<file path="src/design/psi_pkg.sv">
/*
 * Shared constants and types for the program counter, return stack and
 * indirect addressing unit: register offsets, reset values, memory map
 * bounds, operation codes and the packed carriers used at the ports.
 * Assumes an APB bus with 32-bit data and byte addresses, one word per register.
 */
package psi_pkg;

    localparam int PSI_PC_W = 15;
    localparam int PSI_SP_W = 5;
    localparam int PSI_STACK_DEPTH = 16;
    localparam logic [4:0] PSI_SP_RESET = 5'h1f;
    localparam logic [4:0] PSI_SP_FULL = 5'h0f;
    localparam logic [4:0] PSI_SP_EMPTY = 5'h1f;
    localparam logic [14:0] PSI_VECTOR_ADDR = 15'h0004;

    // Register byte offsets
    localparam logic [7:0] PSI_OFF_PC_LOW = 8'h00;
    localparam logic [7:0] PSI_OFF_PC_LATCH = 8'h04;
    localparam logic [7:0] PSI_OFF_STACK_PTR = 8'h08;
    localparam logic [7:0] PSI_OFF_TOS_LOW = 8'h0c;
    localparam logic [7:0] PSI_OFF_TOS_HIGH = 8'h10;
    localparam logic [7:0] PSI_OFF_FSR0_LOW = 8'h14;
    localparam logic [7:0] PSI_OFF_FSR0_HIGH = 8'h18;
    localparam logic [7:0] PSI_OFF_FSR1_LOW = 8'h1c;
    localparam logic [7:0] PSI_OFF_FSR1_HIGH = 8'h20;
    localparam logic [7:0] PSI_OFF_POWER_CTRL = 8'h24;
    localparam logic [7:0] PSI_OFF_CONFIG = 8'h28;

    localparam int PSI_PWR_OVF_BIT = 0;
    localparam int PSI_PWR_UNF_BIT = 1;
    localparam int PSI_CFG_FAULT_RST_BIT = 0;
    localparam logic PSI_CFG_FAULT_RST_RESET = 1'b1;

    // Indirect address map
    localparam logic [15:0] PSI_TRAD_LAST = 16'h0fff;
    localparam logic [15:0] PSI_LIN_BASE = 16'h2000;
    localparam logic [15:0] PSI_LIN_LAST = 16'h29af;
    localparam logic [12:0] PSI_GPR_BLOCK = 13'h0050;
    localparam logic [11:0] PSI_GPR_FIRST = 12'h020;
    localparam logic [6:0] PSI_INDF_LAST = 7'h01;

    typedef enum logic [2:0] {
        PSI_OP_NONE = 3'h0,
        PSI_OP_NEXT = 3'h1,
        PSI_OP_WRITE_LOW = 3'h2,
        PSI_OP_CALL = 3'h3,
        PSI_OP_COMPUTED_CALL = 3'h4,
        PSI_OP_BRW = 3'h5,
        PSI_OP_BRA = 3'h6,
        PSI_OP_RETURN = 3'h7
    } psi_pc_op_e;

    typedef enum logic [2:0] {
        PSI_RG_TRAD = 3'h0,
        PSI_RG_LIN = 3'h1,
        PSI_RG_PROG = 3'h2,
        PSI_RG_SELF = 3'h3,
        PSI_RG_NONE = 3'h4
    } psi_region_e;

    typedef struct packed {
        psi_pc_op_e kind;
        logic vector;
        logic [10:0] arg;
    } psi_pc_op_s;

    typedef struct packed {
        logic sel;
        logic we;
        logic [7:0] wdata;
    } psi_ind_req_s;

endpackage : psi_pkg

</file>
<file path="src/design/psi_stack.sv">
/*
 * Return-address stack: sixteen 15-bit entries in flip-flops, a five-bit
 * pointer and software access to the selected entry.
 * Assumes push and pop are never asserted together; the top resolves it.
 */
`timescale 1ns/10ps
`default_nettype none
module psi_stack #(
    parameter int DEPTH = psi_pkg::PSI_STACK_DEPTH,
    parameter int WIDTH = psi_pkg::PSI_PC_W
) (
    input wire logic ref_clk,
    input wire logic rst_n,
    input wire logic clear,
    input wire logic push,
    input wire logic pop,
    input wire logic [WIDTH-1:0] push_value,
    input wire logic ptr_we,
    input wire logic [psi_pkg::PSI_SP_W-1:0] ptr_wdata,
    input wire logic tos_lo_we,
    input wire logic tos_hi_we,
    input wire logic [7:0] tos_wdata,
    output logic [psi_pkg::PSI_SP_W-1:0] ptr,
    output logic [WIDTH-1:0] tos
);
    import psi_pkg::*;

    // The pointer's spare top bit is what makes wrap detection possible
    initial
    begin
        if (DEPTH != 2 ** (PSI_SP_W - 1) || WIDTH <= 8 || WIDTH > 16)
        begin
            $error("psi_stack: unsupported depth or width");
        end
    end

    localparam int IW = $clog2(DEPTH);

    logic [PSI_SP_W-1:0] ptr_r;
    logic [PSI_SP_W-1:0] ptr_nxt;
    logic [WIDTH-1:0] mem_r [DEPTH];
    wire [PSI_SP_W-1:0] ptr_inc = ptr_r + 5'h01;
    wire [IW-1:0] wr_idx = push ? ptr_inc[IW-1:0] : ptr_r[IW-1:0];
    wire sw_access = !push && !pop;

    // Pointer: push increments before the store, pop decrements after read
    assign ptr_nxt = clear ? PSI_SP_RESET :
                     push ? ptr_inc :
                     pop ? ptr_r - 5'h01 :
                     ptr_we ? ptr_wdata : ptr_r;

    always_ff @(posedge ref_clk)
    begin
        if (!rst_n)
            ptr_r <= PSI_SP_RESET;
        else
            ptr_r <= ptr_nxt;
    end

    // Entries only wrap on the low index bits, so push 17 lands on entry 0
    for (genvar i = 0; i < DEPTH; i++)
    begin : g_entry
        wire hit = (wr_idx == IW'(i));
        wire [WIDTH-1:0] sw_val = {tos_hi_we ? tos_wdata[WIDTH-9:0] : mem_r[i][WIDTH-1:8],
                                   tos_lo_we ? tos_wdata : mem_r[i][7:0]};
        always_ff @(posedge ref_clk)
        begin
            if (push && hit)
                mem_r[i] <= push_value;
            else if (sw_access && hit && (tos_lo_we || tos_hi_we))
                mem_r[i] <= sw_val;
        end
    end

    assign ptr = ptr_r;
    assign tos = mem_r[ptr_r[IW-1:0]];

endmodule : psi_stack
`default_nettype wire

</file>
<file path="src/design/psi_fsr_map.sv">
/*
 * Indirect address decoder: classifies a 16-bit file select pointer and
 * turns it into a data memory or program memory address.
 * Purely combinational; the caller registers the results.
 */
`timescale 1ns/10ps
`default_nettype none
module psi_fsr_map (
    input wire logic [15:0] fsr,
    output psi_pkg::psi_region_e region,
    output logic [11:0] data_addr,
    output logic [14:0] prog_addr
);
    import psi_pkg::*;

    // Linear window: divide by the block size, a constant divider is cheap
    wire [12:0] lin_off = 13'(fsr - PSI_LIN_BASE);
    wire [12:0] lin_bank = lin_off / PSI_GPR_BLOCK;
    wire [12:0] lin_idx = lin_off % PSI_GPR_BLOCK;
    wire [11:0] lin_addr = {lin_bank[4:0], 7'h00} + PSI_GPR_FIRST + {5'h00, lin_idx[6:0]};

    wire is_prog = fsr[15];
    wire is_trad = fsr <= PSI_TRAD_LAST;
    wire is_lin = fsr >= PSI_LIN_BASE && fsr <= PSI_LIN_LAST;
    wire is_self = is_trad && fsr[6:0] <= PSI_INDF_LAST;

    // Region priority: program, self, traditional, linear, else unimplemented
    assign region = is_prog ? PSI_RG_PROG :
                    is_self ? PSI_RG_SELF :
                    is_trad ? PSI_RG_TRAD :
                    is_lin ? PSI_RG_LIN : PSI_RG_NONE;
    assign data_addr = is_lin ? lin_addr : fsr[11:0];
    assign prog_addr = fsr[14:0];

endmodule : psi_fsr_map
`default_nettype wire

</file>
<file path="src/design/psi_top.sv">
/*
 * Program counter, return stack and indirect addressing unit of the core.
 * Holds the program counter and its high latch, drives the return stack,
 * keeps the two file select pointers and sequences indirect accesses.
 * Assumes execution logic presents one pc operation per cycle and a data
 * and program memory that answer combinationally to the read strobes.
 */
// Added by the designer: the placing of the registers and the APB interface to the registers.
`timescale 1ns/10ps
`default_nettype none
module psi_top #(
    parameter logic [14:0] VECTOR_ADDR = psi_pkg::PSI_VECTOR_ADDR
) (
    input wire logic ref_clk,
    input wire logic rst_n,
    input wire psi_pkg::psi_pc_op_s pc_op,
    input wire logic [7:0] w_value,
    input wire logic ind_req,
    input wire psi_pkg::psi_ind_req_s ind_cmd,
    input wire logic [7:0] dmem_rdata,
    input wire logic [13:0] pmem_rdata,
    input wire logic psel,
    input wire logic penable,
    input wire logic pwrite,
    input wire logic [7:0] paddr,
    input wire logic [31:0] pwdata,
    input wire logic [3:0] pstrb,
    output logic [31:0] prdata_r,
    output logic pready_r,
    output logic pslverr_r,
    output logic [14:0] pc_r,
    output logic fault_reset_r,
    output logic ind_busy_r,
    output logic ind_done_r,
    output logic [7:0] ind_rdata_r,
    output logic [11:0] dmem_addr_r,
    output logic dmem_rd_r,
    output logic dmem_wr_r,
    output logic [7:0] dmem_wdata_r,
    output logic [14:0] pmem_addr_r,
    output logic pmem_rd_r
);
    import psi_pkg::*;

    typedef enum logic [2:0] {
        ST_IDLE = 3'b001,
        ST_ACCESS = 3'b010,
        ST_PROG = 3'b100
    } psi_ind_state_e;

    // Address decode shared by the write and error paths; the read mux compares offsets itself
    function automatic logic psi_reg_hit(input logic [7:0] addr);
        psi_reg_hit = addr == PSI_OFF_PC_LOW || addr == PSI_OFF_PC_LATCH ||
                      addr == PSI_OFF_STACK_PTR || addr == PSI_OFF_TOS_LOW ||
                      addr == PSI_OFF_TOS_HIGH || addr == PSI_OFF_FSR0_LOW ||
                      addr == PSI_OFF_FSR0_HIGH || addr == PSI_OFF_FSR1_LOW ||
                      addr == PSI_OFF_FSR1_HIGH || addr == PSI_OFF_POWER_CTRL ||
                      addr == PSI_OFF_CONFIG;
    endfunction : psi_reg_hit

    logic [6:0] pc_latch_r;
    logic [7:0] fsr0_low_r;
    logic [7:0] fsr0_high_r;
    logic [7:0] fsr1_low_r;
    logic [7:0] fsr1_high_r;
    logic ovf_flag_r;
    logic unf_flag_r;
    logic cfg_fault_rst_r;
    logic [14:0] pc_nxt;
    psi_ind_state_e state_r;
    psi_ind_state_e state_nxt;
    logic [PSI_SP_W-1:0] stack_ptr;
    logic [14:0] stack_tos;
    psi_region_e map_region;
    logic [11:0] map_data_addr;
    logic [14:0] map_prog_addr;
    psi_region_e cur_region_r;
    logic cur_we_r;

    // APB strobes: writes land in the access phase, reads are sampled in setup
    wire apb_setup = psel && !penable;
    wire apb_wr = psel && penable && pwrite && pstrb[0] && psi_reg_hit(paddr);
    wire [7:0] wbyte = pwdata[7:0];
    wire wr_pc_low = apb_wr && paddr == PSI_OFF_PC_LOW;
    wire wr_pc_latch = apb_wr && paddr == PSI_OFF_PC_LATCH;
    wire wr_sp = apb_wr && paddr == PSI_OFF_STACK_PTR;
    wire wr_tos_low = apb_wr && paddr == PSI_OFF_TOS_LOW;
    wire wr_tos_high = apb_wr && paddr == PSI_OFF_TOS_HIGH;
    wire wr_fsr0_low = apb_wr && paddr == PSI_OFF_FSR0_LOW;
    wire wr_fsr0_high = apb_wr && paddr == PSI_OFF_FSR0_HIGH;
    wire wr_fsr1_low = apb_wr && paddr == PSI_OFF_FSR1_LOW;
    wire wr_fsr1_high = apb_wr && paddr == PSI_OFF_FSR1_HIGH;
    wire wr_power = apb_wr && paddr == PSI_OFF_POWER_CTRL;
    wire wr_config = apb_wr && paddr == PSI_OFF_CONFIG;

    // Stack operations decoded from the pc operation
    wire op_call = pc_op.kind == PSI_OP_CALL || pc_op.kind == PSI_OP_COMPUTED_CALL;
    wire do_push = !fault_reset_r && (op_call || pc_op.vector);
    wire do_pop = !fault_reset_r && !pc_op.vector && pc_op.kind == PSI_OP_RETURN;
    wire stk_overflow = do_push && stack_ptr == PSI_SP_FULL;
    wire stk_underflow = do_pop && stack_ptr == PSI_SP_EMPTY;
    wire [14:0] pc_inc = pc_r + 15'h0001;
    wire [14:0] bra_off = {{6{pc_op.arg[8]}}, pc_op.arg[8:0]};
    // A vector saves the interrupted instruction; calls save the one after
    wire [14:0] push_value = pc_op.vector ? pc_r : pc_inc;

    // Program counter source selection
    always_comb
    begin
        pc_nxt = pc_r;
        unique case (pc_op.kind)
            PSI_OP_NONE: pc_nxt = wr_pc_low ? {pc_latch_r, wbyte} : pc_r;
            PSI_OP_NEXT: pc_nxt = pc_inc;
            PSI_OP_WRITE_LOW: pc_nxt = {pc_latch_r, pc_op.arg[7:0]};
            PSI_OP_CALL: pc_nxt = {pc_latch_r[6:3], pc_op.arg[10:0]};
            PSI_OP_COMPUTED_CALL: pc_nxt = {pc_latch_r, w_value};
            PSI_OP_BRW: pc_nxt = pc_inc + {7'h00, w_value};
            PSI_OP_BRA: pc_nxt = pc_inc + bra_off;
            PSI_OP_RETURN: pc_nxt = stack_tos;
        endcase
        if (pc_op.vector)
            pc_nxt = VECTOR_ADDR;
    end

    // Either reset source clears the counter; a fault reset wins over any op
    always_ff @(posedge ref_clk)
    begin
        if (!rst_n || fault_reset_r)
            pc_r <= 15'h0000;
        else
            pc_r <= pc_nxt;
    end

    // High latch is software-only; stack traffic never writes it
    always_ff @(posedge ref_clk)
    begin
        if (!rst_n)
            pc_latch_r <= 7'h00;
        else if (wr_pc_latch)
            pc_latch_r <= wbyte[6:0];
    end

    // Fault reset fires one cycle after the offending push or pop
    always_ff @(posedge ref_clk)
    begin
        if (!rst_n)
            fault_reset_r <= 1'b0;
        else
            fault_reset_r <= cfg_fault_rst_r && (stk_overflow || stk_underflow);
    end

    // Flags survive the fault reset; a set in the clearing cycle wins
    always_ff @(posedge ref_clk)
    begin
        if (!rst_n)
        begin
            ovf_flag_r <= 1'b0;
            unf_flag_r <= 1'b0;
        end
        else
        begin
            ovf_flag_r <= stk_overflow || (ovf_flag_r && !(wr_power && !wbyte[PSI_PWR_OVF_BIT]));
            unf_flag_r <= stk_underflow || (unf_flag_r && !(wr_power && !wbyte[PSI_PWR_UNF_BIT]));
        end
    end

    // Configuration: fault reset enable, erased state is enabled
    always_ff @(posedge ref_clk)
    begin
        if (!rst_n)
            cfg_fault_rst_r <= PSI_CFG_FAULT_RST_RESET;
        else if (wr_config)
            cfg_fault_rst_r <= wbyte[PSI_CFG_FAULT_RST_BIT];
    end

    // File select pointer bytes
    always_ff @(posedge ref_clk)
    begin
        if (!rst_n)
        begin
            fsr0_low_r <= 8'h00;
            fsr0_high_r <= 8'h00;
            fsr1_low_r <= 8'h00;
            fsr1_high_r <= 8'h00;
        end
        else
        begin
            if (wr_fsr0_low)
                fsr0_low_r <= wbyte;
            if (wr_fsr0_high)
                fsr0_high_r <= wbyte;
            if (wr_fsr1_low)
                fsr1_low_r <= wbyte;
            if (wr_fsr1_high)
                fsr1_high_r <= wbyte;
        end
    end

    // Return stack; software access yields to pushes and pops in the same cycle
    psi_stack #(
        .DEPTH(PSI_STACK_DEPTH),
        .WIDTH(PSI_PC_W)
    ) u_stack (
        .ref_clk(ref_clk),
        .rst_n(rst_n),
        .clear(fault_reset_r),
        .push(do_push),
        .pop(do_pop),
        .push_value(push_value),
        .ptr_we(wr_sp),
        .ptr_wdata(wbyte[4:0]),
        .tos_lo_we(wr_tos_low),
        .tos_hi_we(wr_tos_high),
        .tos_wdata(wbyte),
        .ptr(stack_ptr),
        .tos(stack_tos)
    );

    // Indirect address decode of the selected pointer
    wire [15:0] fsr0 = {fsr0_high_r, fsr0_low_r};
    wire [15:0] fsr1 = {fsr1_high_r, fsr1_low_r};

    psi_fsr_map u_map (
        .fsr(ind_cmd.sel ? fsr1 : fsr0),
        .region(map_region),
        .data_addr(map_data_addr),
        .prog_addr(map_prog_addr)
    );

    // Requests arriving while an access is running are ignored
    wire ind_take = ind_req && state_r == ST_IDLE;
    wire map_data = map_region == PSI_RG_TRAD || map_region == PSI_RG_LIN;
    wire map_prog_rd = map_region == PSI_RG_PROG && !ind_cmd.we;

    // Access sequencer: program reads hold one extra cycle
    always_comb
    begin
        state_nxt = state_r;
        unique case (state_r)
            ST_IDLE: state_nxt = ind_take ? ST_ACCESS : ST_IDLE;
            ST_ACCESS: state_nxt = pmem_rd_r ? ST_PROG : ST_IDLE;
            ST_PROG: state_nxt = ST_IDLE;
            default: state_nxt = ST_IDLE;
        endcase
    end

    always_ff @(posedge ref_clk)
    begin
        if (!rst_n)
            state_r <= ST_IDLE;
        else
            state_r <= state_nxt;
    end

    // Memory strobes; self, unimplemented and program writes drive none
    always_ff @(posedge ref_clk)
    begin
        if (!rst_n)
        begin
            dmem_rd_r <= 1'b0;
            dmem_wr_r <= 1'b0;
            pmem_rd_r <= 1'b0;
            dmem_addr_r <= 12'h000;
            pmem_addr_r <= 15'h0000;
            dmem_wdata_r <= 8'h00;
            cur_region_r <= PSI_RG_NONE;
            cur_we_r <= 1'b0;
        end
        else if (ind_take)
        begin
            dmem_rd_r <= map_data && !ind_cmd.we;
            dmem_wr_r <= map_data && ind_cmd.we;
            pmem_rd_r <= map_prog_rd;
            dmem_addr_r <= map_data_addr;
            pmem_addr_r <= map_prog_addr;
            dmem_wdata_r <= ind_cmd.wdata;
            cur_region_r <= map_region;
            cur_we_r <= ind_cmd.we;
        end
        else if (state_r == ST_ACCESS)
        begin
            dmem_rd_r <= 1'b0;
            dmem_wr_r <= 1'b0;
        end
        else if (state_r == ST_PROG)
            pmem_rd_r <= 1'b0;
    end

    // Read result: only data regions and program reads carry a value
    wire data_done = state_r == ST_ACCESS && !pmem_rd_r;
    wire prog_done = state_r == ST_PROG;
    wire data_ok = dmem_rd_r && !cur_we_r && cur_region_r != PSI_RG_SELF;
    wire [7:0] data_result = data_ok ? dmem_rdata : 8'h00;

    always_ff @(posedge ref_clk)
    begin
        if (!rst_n)
        begin
            ind_done_r <= 1'b0;
            ind_rdata_r <= 8'h00;
        end
        else
        begin
            ind_done_r <= data_done || prog_done;
            if (prog_done)
                ind_rdata_r <= pmem_rdata[7:0];
            else if (data_done)
                ind_rdata_r <= data_result;
        end
    end

    // Busy covers the access up to the done cycle; it has dropped when done rises
    always_ff @(posedge ref_clk)
    begin
        if (!rst_n)
            ind_busy_r <= 1'b0;
        else
            ind_busy_r <= state_nxt != ST_IDLE;
    end

    // Register read mux; unused upper bits read as zero
    wire [7:0] rd_byte =
        paddr == PSI_OFF_PC_LOW ? pc_r[7:0] :
        paddr == PSI_OFF_PC_LATCH ? {1'b0, pc_latch_r} :
        paddr == PSI_OFF_STACK_PTR ? {3'h0, stack_ptr} :
        paddr == PSI_OFF_TOS_LOW ? stack_tos[7:0] :
        paddr == PSI_OFF_TOS_HIGH ? {1'b0, stack_tos[14:8]} :
        paddr == PSI_OFF_FSR0_LOW ? fsr0_low_r :
        paddr == PSI_OFF_FSR0_HIGH ? fsr0_high_r :
        paddr == PSI_OFF_FSR1_LOW ? fsr1_low_r :
        paddr == PSI_OFF_FSR1_HIGH ? fsr1_high_r :
        paddr == PSI_OFF_POWER_CTRL ? {6'h00, unf_flag_r, ovf_flag_r} :
        paddr == PSI_OFF_CONFIG ? {7'h00, cfg_fault_rst_r} : 8'h00;

    // Answers are prepared in setup so every access completes in one cycle
    always_ff @(posedge ref_clk)
    begin
        if (!rst_n)
        begin
            prdata_r <= 32'h0000_0000;
            pslverr_r <= 1'b0;
            pready_r <= 1'b0;
        end
        else
        begin
            pready_r <= apb_setup;
            if (apb_setup)
            begin
                prdata_r <= pwrite ? 32'h0000_0000 : {24'h00_0000, rd_byte};
                pslverr_r <= !psi_reg_hit(paddr);
            end
            else
                pslverr_r <= 1'b0;
        end
    end

endmodule : psi_top
`default_nettype wire

</file>
<file path="config.mk">
export PLATFORM = sky130hd
export DESIGN_NAME = psi_top
export DESIGN_NICKNAME = d
export VERILOG_FILES = /design/src/design/psi_pkg.sv /design/src/design/psi_stack.sv /design/src/design/psi_fsr_map.sv /design/src/design/psi_top.sv
export SDC_FILE = /design/constraint.sdc
export NUM_CORES = 1
export LEC_CHECK = 0
export BUFFER_PORTS_ARGS = -buffer_cell sky130_fd_sc_hd__buf_4
export CAP_MARGIN = 15
export CORE_MARGIN = 3
export CORE_UTILIZATION = 30
export DETAILED_ROUTE_END_ITERATION = 10
export HOLD_SLACK_MARGIN = 0.15
export PLACE_DENSITY_LB_ADDON = 0.08
export SETUP_SLACK_MARGIN = 0.02
export SKIP_CTS_REPAIR_TIMING = 1
export SYNTH_ARGS = -nofsm -noshare
export SYNTH_HDL_FRONTEND = slang
export SYNTH_SLANG_ARGS = --single-unit
</file>
<file path="constraint.sdc">
create_clock -name ref_clk -period 7.5 [get_ports ref_clk]
set_input_delay 0.375 -clock ref_clk [delete_from_list [all_inputs] [get_ports ref_clk]]
set_output_delay 0.375 -clock ref_clk [all_outputs]
set_load 0.01 [all_outputs]
</file>
Word-level counts from Yosys, hierarchy flattened
Memories as Yosys holds them, arrays and structs flattened. A register that Yosys moved wholly into a read port is not among the register bits.
Index checks and enable logic that the tools add are counted.
- flip-flop bits (word level): 152
- RAM bits: 240
- bits of input ports: 105
- output and inout bits: 98
- word-level logic and storage cells: 556
- memories: 1
- memory list (name ; depth ; width ; rd ports ; clocked after Yosys merged registers in ; write ports ; RTL line ; source):
    u_stack.mem_r ; 16 ; 15 ; 1 ; 1 ; 1 ; psi_stack.sv:41 ; logic [WIDTH-1:0] mem_r [DEPTH];
- add/sub/neg operators: 8
- divide/modulo/power cells: 2
- order comparisons: 4
- equality and inequality tests: 76
- multiplexer cells: 229
- bitwise logic cells: 33
- reductions and logical operators: 176
- operators by type and width (cell ; count):
    $mux 8 ; 45
    $mux 15 ; 17
    $reduce_or 15->1 ; 15
    $mux 7 ; 32
    $pmux 15 s8 ; 1
    $mux 1 ; 87
    $logic_and 1x1->1 ; 84
    $mux 4 ; 18
    $reduce_and 2->1 ; 34
    $mux 2 ; 17
    $eq 4x4->1 const B ; 8
    $eq 8x5->1 const B ; 4
    $ne 1x1->1 const B ; 32
    $or 1x1->1 ; 32
    $eq 8x6->1 const B ; 3
    $logic_or 1x1->1 ; 19
    $mux 3 ; 6
    $eq 4x3->1 const B ; 4
    $eq 8x4->1 const B ; 2
    $ge 16x14->1 const B ; 1
    $le 16x12->1 const B ; 1
    $le 16x14->1 const B ; 1
    $mux 16 ; 1
    $add 15x1->15 const B ; 1
    other kinds (33) ; 63

Depth between registers and ports, before layout
- depth in word-level cells: 36
- depth in mapped cells: 20
- gate-level depth less buffers: 17

Modules after synthesis
Synthesis repeated with hierarchy kept, for this count alone.
- cells, all modules: 2119
- area total of the unflattened synthesis: 22116.2 sq um
- by module, submodules not included (module ; instances ; cells each ; area an instance (sq um) ; seq. area each (sq um)):
    psi_stack ; 1 ; 891 ; 13071.3 ; 7387.1
    psi_top ; 1 ; 1016 ; 7711.1 ; 2462.4
    psi_fsr_map ; 1 ; 212 ; 1333.8 ; 0.0

Worst setup path after synthesis
OpenSTA, ideal clock, no wires.
- path kind: in2reg
- start point: in pc_op[14] (netlist bit)
- end point: reg pc_r[11]
- library setup time: 0.124 ns
- arrival: 3.568 ns
- required time: 7.376 ns
- path slack: 3.808 ns
- stages on the path: 16
- buffers on the path: 1
- cells stage by stage: buf_2 nand3_1 mux2i_1 inv_1 ha_1 a21o_1 a21oi_1 o21ai_0 a21oi_1 o21ai_0 a211o_1 a2111oi_0 nor3_1 xor2_1 a221oi_1 nor4_1
- word-level cells in the longest chain between the ends: 2
- elaborated cells on any way between the ends: 10
- classes of those cells: 8 x eq/ne; 1 x mux; 1 x reduce/logical
- RTL lines (item ; RTL line ; source):
    start: declaration ; psi_top.sv:16 ; input wire psi_pkg::psi_pc_op_s pc_op,
    $eq 3x3->1, or another cell as far along ; psi_top.sv:111 ; unique case (pc_op.kind)
    $pmux 15 s8 / $ne 2x2->1 (equally long branches) ; n/a ;
    end signal: assignment ; psi_top.sv:131 ; pc_r <= pc_nxt;
    end: declaration ; psi_top.sv:31 ; output logic [14:0] pc_r,
Several ways; a longest one is shown, not always the timed one.
A chain may end at the register's enable or synchronous reset.

Final worst setup path
- start point: reg fsr1_high_r[0]
- end point: reg dmem_addr_r[11]
- word-level cells in the longest chain between the ends: 6
- elaborated cells on any way between the ends: 10
- classes of those cells: 3 x add/sub; 2 x div; 2 x order compare; 2 x mux; 1 x reduce/logical
- RTL lines (item ; RTL line ; source):
    start: declaration ; psi_top.sv:65 ; logic [7:0] fsr1_high_r;
    start signal: assignment ; psi_top.sv:195 ; fsr1_high_r <= wbyte;
    $mux 16 (*) ; psi_top.sv:224 ; .fsr(ind_cmd.sel ? fsr1 : fsr0),
    $sub 13x1->13 ; psi_fsr_map.sv:17 ; wire [12:0] lin_off = 13'(fsr - PSI_LIN_BASE);
    $div 13x7->13 ; psi_fsr_map.sv:18 ; wire [12:0] lin_bank = lin_off / PSI_GPR_BLOCK;
    $add 12x6->12 ; psi_fsr_map.sv:20 ; wire [11:0] lin_addr = {lin_bank[4:0], 7'h00} + PSI_GPR_FIRST + {5'h00, lin_idx[6:0]};
    $add 12x7->12 ; psi_fsr_map.sv:20 ;
    $mux 12 (*) ; psi_fsr_map.sv:32 ; assign data_addr = is_lin ? lin_addr : fsr[11:0];
    end signal: assignment ; psi_top.sv:274 ; dmem_addr_r <= map_data_addr;
    end: declaration ; psi_top.sv:36 ; output logic [11:0] dmem_addr_r,
Mark *: on every way between the ends. The rest lies on a longest branch, timed or not.

==> impl_metrics.yaml <==
status:
  status: "finished clean"
critical_path:
  r2r-start: "fsr1_high_r[0]$_SDFFE_PN0P_"
  critPathArrivalTime_ns: 5.10
  startpoint: "fsr1_high_r[0]$_SDFFE_PN0P_"
  critPathKind: "reg -> reg"
  cp-endpoint: "dmem_addr_r[11]$_SDFFE_PN0P_"
  start_kind: "flip-flop"
  endpoint_kind: "flip-flop"
  path_max_fanout: 13
  worstPathRequired_ns: 8.03
  rrSetupSlack_ns: 2.93
  r2r_end: "dmem_addr_r[11]$_SDFFE_PN0P_"
  worstRegToRegCells: 16
place:
  gp_congestion: 0.8207
  post-dp-hpwl_um: 47570
  port-buffer-count: 145
sta:
  period_share_pct: 60.94
  rsz0062_at_grt: "false"
  timing.final.hold_violations: 0
  fmax_mhz: 218.8
  fin_hold_ws_ns: 0.2114
  drv_slew: 0
  finalClockSkew_ns: 0.02445
  slew_headroom_pct: 23.95
  worst_slew_pin_slew_ns: 1.132
  setup_violations: 0
  min_period_ns: 4.570
  setup_tns_ns: 0
clock_network:
  h-tree-depth: 2
  clockBufferDepth: 3
  clk_pin_slew_ns: 0.06
  ctsRootBufferMaster: "clkbuf_16"
  clock_latency_ns: 0.61
  cts_sinks: 369
  numCtsBuffers: 45
  tritoncts: "done"
logic_synthesis:
  async_reset_ff_share_pct: 0
  netlist_area_um2: 20930
  synthDistinctLibCells: 89
  synth_compound_area_share_pct: 10.43
  syn_inst: 1867
  synthXorXnorAreaFrac_pct: 1.757
  yosys-mux-area-fraction_pct: 23.29
  yosys_warnings: 0
  ys_seq_area_share_pct: 46.77
  ys.flop_type: "edfxtp_1"
  synth_top_family_by_area: "multiplexers"
  avgSynthCellArea_um2: 11.21
  synth-edff-count: 240
  ys_seq_elements: 369
  synth_fa_ha_area_share_pct: 1.393
  synth-simple-area-share_pct: 12.06
drt:
  wl_per_cell_um: 24.17
  routed_via_density: 5.321
  drc: 0
  vias: 15690
  dr.pass1.iters: 5
  drt_iter0_markers: 1252
  routed_wl_um: 71270
  ant_nets: 0
layout:
  area_delta_synth_final_pct: 17.67
  num_antenna_cells: 0
  drive_gt1_share_pct: 32.21
  finish.net_count: 2108
global_route:
  grt.total_usage_pct: 18.84
  grt_antenna_before_repair: 0
  gr-total-overflow: 0
  grt_pass1_wl_um: 104500
  grt_max_degree: 53
  grt_pass1_vias: 15480
hold_path:
  min_path_type: "in -> reg"
pwr:
  peakVddDrop_mv: 0.1635
  p_per_area_nw_per_um2: 225.9
  power_mw: 5.565
  p_leak_nw: 8.961
die:
  die-area_um2: 72980
  die_width_um: 270.2
  io_pins: 203
  die_height_um: 270.2
  std_cell_rows: 96
  start_util_pct: 30.41
  core_um2: 68830
flow_run:
  drv_cap: 0
layer usage:
layer	global-route usage (%)	vias up	wire (um)
li1	-	7237	-
met1	26.29	7915	32600
met2	30.46	444	33260
met3	3.269	96	3810
met4	4.468	0	1595
met5	0	-	0
synthesized netlist by cell type (14+ instances only):
cell type  count  area share, %
a211oi_1      18           0.65
a21oi_1      117            2.8
a221oi_1      19           0.79
a22oi_1       17           0.61
a31oi_1       16           0.48
and3_1        22           0.66
buf_2         15           0.36
buf_4         29            1.0
clkbuf_1     118            2.1
dfxtp_1      129             12
edfxtp_1     240             34
ha_1          20            1.2
inv_1         25           0.45
mux2_2       243             13
mux2i_1       37            1.8
mux4_2        75            8.1
nand2_1      152            2.7
nand3_1       63            1.5
nor2_1       147            2.6
nor2_2        20           0.60
nor3_1        47            1.1
o21ai_0       70            1.7
o22ai_1       15           0.45
or2_2         14           0.42
xnor2_1       23           0.96
xor2_1        19           0.79
per-stage QoR:
stage                     instance area, um2  cells  utilization, %  setup slack, ns
after floorplan                        21020   1890               -            3.808
after global placement                 22850   2835           33.19            2.630
after detailed placement               22850   2835           33.19            2.478
after CTS                              24330   2918           35.35            2.959
after global routing                   24630   2949           35.79            2.461
final                                  24630   2949           35.79            2.930
power breakdown:
part	switching, mW	internal (mW)	leakage, nW
sequential	0.0909	2.28	3.27
clock	0.925	1.30	0.724
combinational	0.577	0.385	4.97
worst max-delay path, cell delays in order, from the launching register on:
cell and delay, ns:
dfxtp_1 0.36, mux2i_1 0.85, nor2_1 0.29, a221o_1 0.41
o31ai_2 0.12, a21oi_1 0.15, o2111ai_2 0.24, nand2_2 0.21
maj3_1 0.41, o211ai_1 0.16, o21ai_0 0.11, o21ai_0 0.20
ha_1 0.25, nand3_1 0.14, nor4b_1 0.36, nor3_1 0.10
o21ai_1 0.16
cell usage in the layout (no fill, tap or decap), types with 8 or more instances in the layout:
| cell | instances |
|---|---|
| or3_1 | 8 |
| buf_4 | 186 |
| a31oi_1 | 14 |
| xor2_1 | 18 |
| clkinv_1 | 10 |
| inv_1 | 25 |
| mux4_2 | 75 |
| and3_1 | 22 |
| o211ai_1 | 13 |
| nor2_1 | 147 |
| dlygate4sd3_1 | 27 |
| mux2i_1 | 37 |
| clkbuf_16 | 45 |
| a22oi_1 | 17 |
| a221oi_1 | 19 |
| clkbuf_1 | 11 |
| ha_1 | 20 |
| nand2_1 | 152 |
| xnor2_1 | 22 |
| o21ai_0 | 69 |
| mux2_2 | 243 |
| dfxtp_1 | 127 |
| edfxtp_1 | 240 |
| nand3_1 | 63 |
| a21oi_1 | 116 |
| nor2_2 | 20 |
| conb_1 | 24 |
| o22ai_1 | 15 |
| nor3_1 | 45 |
| a211oi_1 | 18 |
| nor3_2 | 14 |
| or2_2 | 14 |
worst min-delay path by stage:
stage                                 startpoint                            to  slack, ns  depth (start not counted)
floorplan           cfg_fault_rst_r$_SDFFE_PN1P_      fault_reset_r$_SDFF_PN0_       0.42                          2
global placement    dmem_wdata_r[0]$_SDFFE_PN0P_  dmem_wdata_r[0]$_SDFFE_PN0P_       0.45                          2
detailed placement         cur_we_r$_SDFFE_PN0P_         cur_we_r$_SDFFE_PN0P_       0.45                          2
CTS                                pmem_rdata[6]   ind_rdata_r[6]$_SDFFE_PN0P_     -0.009                          3
global route                           pwdata[7]   fsr0_high_r[7]$_SDFFE_PN0P_       0.22                          3
finish                                 pc_op[14]          pc_r[8]$_SDFFE_PP0P_       0.21                          3
cell type report:
class / instances / area [um2]
inverter: 27 / 101.3
tap: 931 / 1165
sequential: 369 / 9794
clock inverter: 25 / 289.0
clock buffer: 58 / 1195
multi-input combinational: 1322 / 10390
timing repair buffer: 217 / 1699
fill: 6834 / 44190
state kept, by name, summed over array words and instances, names as in the netlist, 12 cells and up, named ones only:
register	flops
u_stack.mem_r	240
dmem_addr_r	12
pmem_addr_r	12
pc_r	15
logic make-up (layout without fill, tap and decap cells):
group / Yosys count / after routing
other cells: 1 / 24
buf+inv: 199 / 327
mux: 360 / 360
xor+xnor: 42 / 42
simple gates: 529 / 529
flops: 369 / 369
fa+ha+maj: 23 / 23
compound gates: 344 / 344
(Power assumes the default switching activity.)
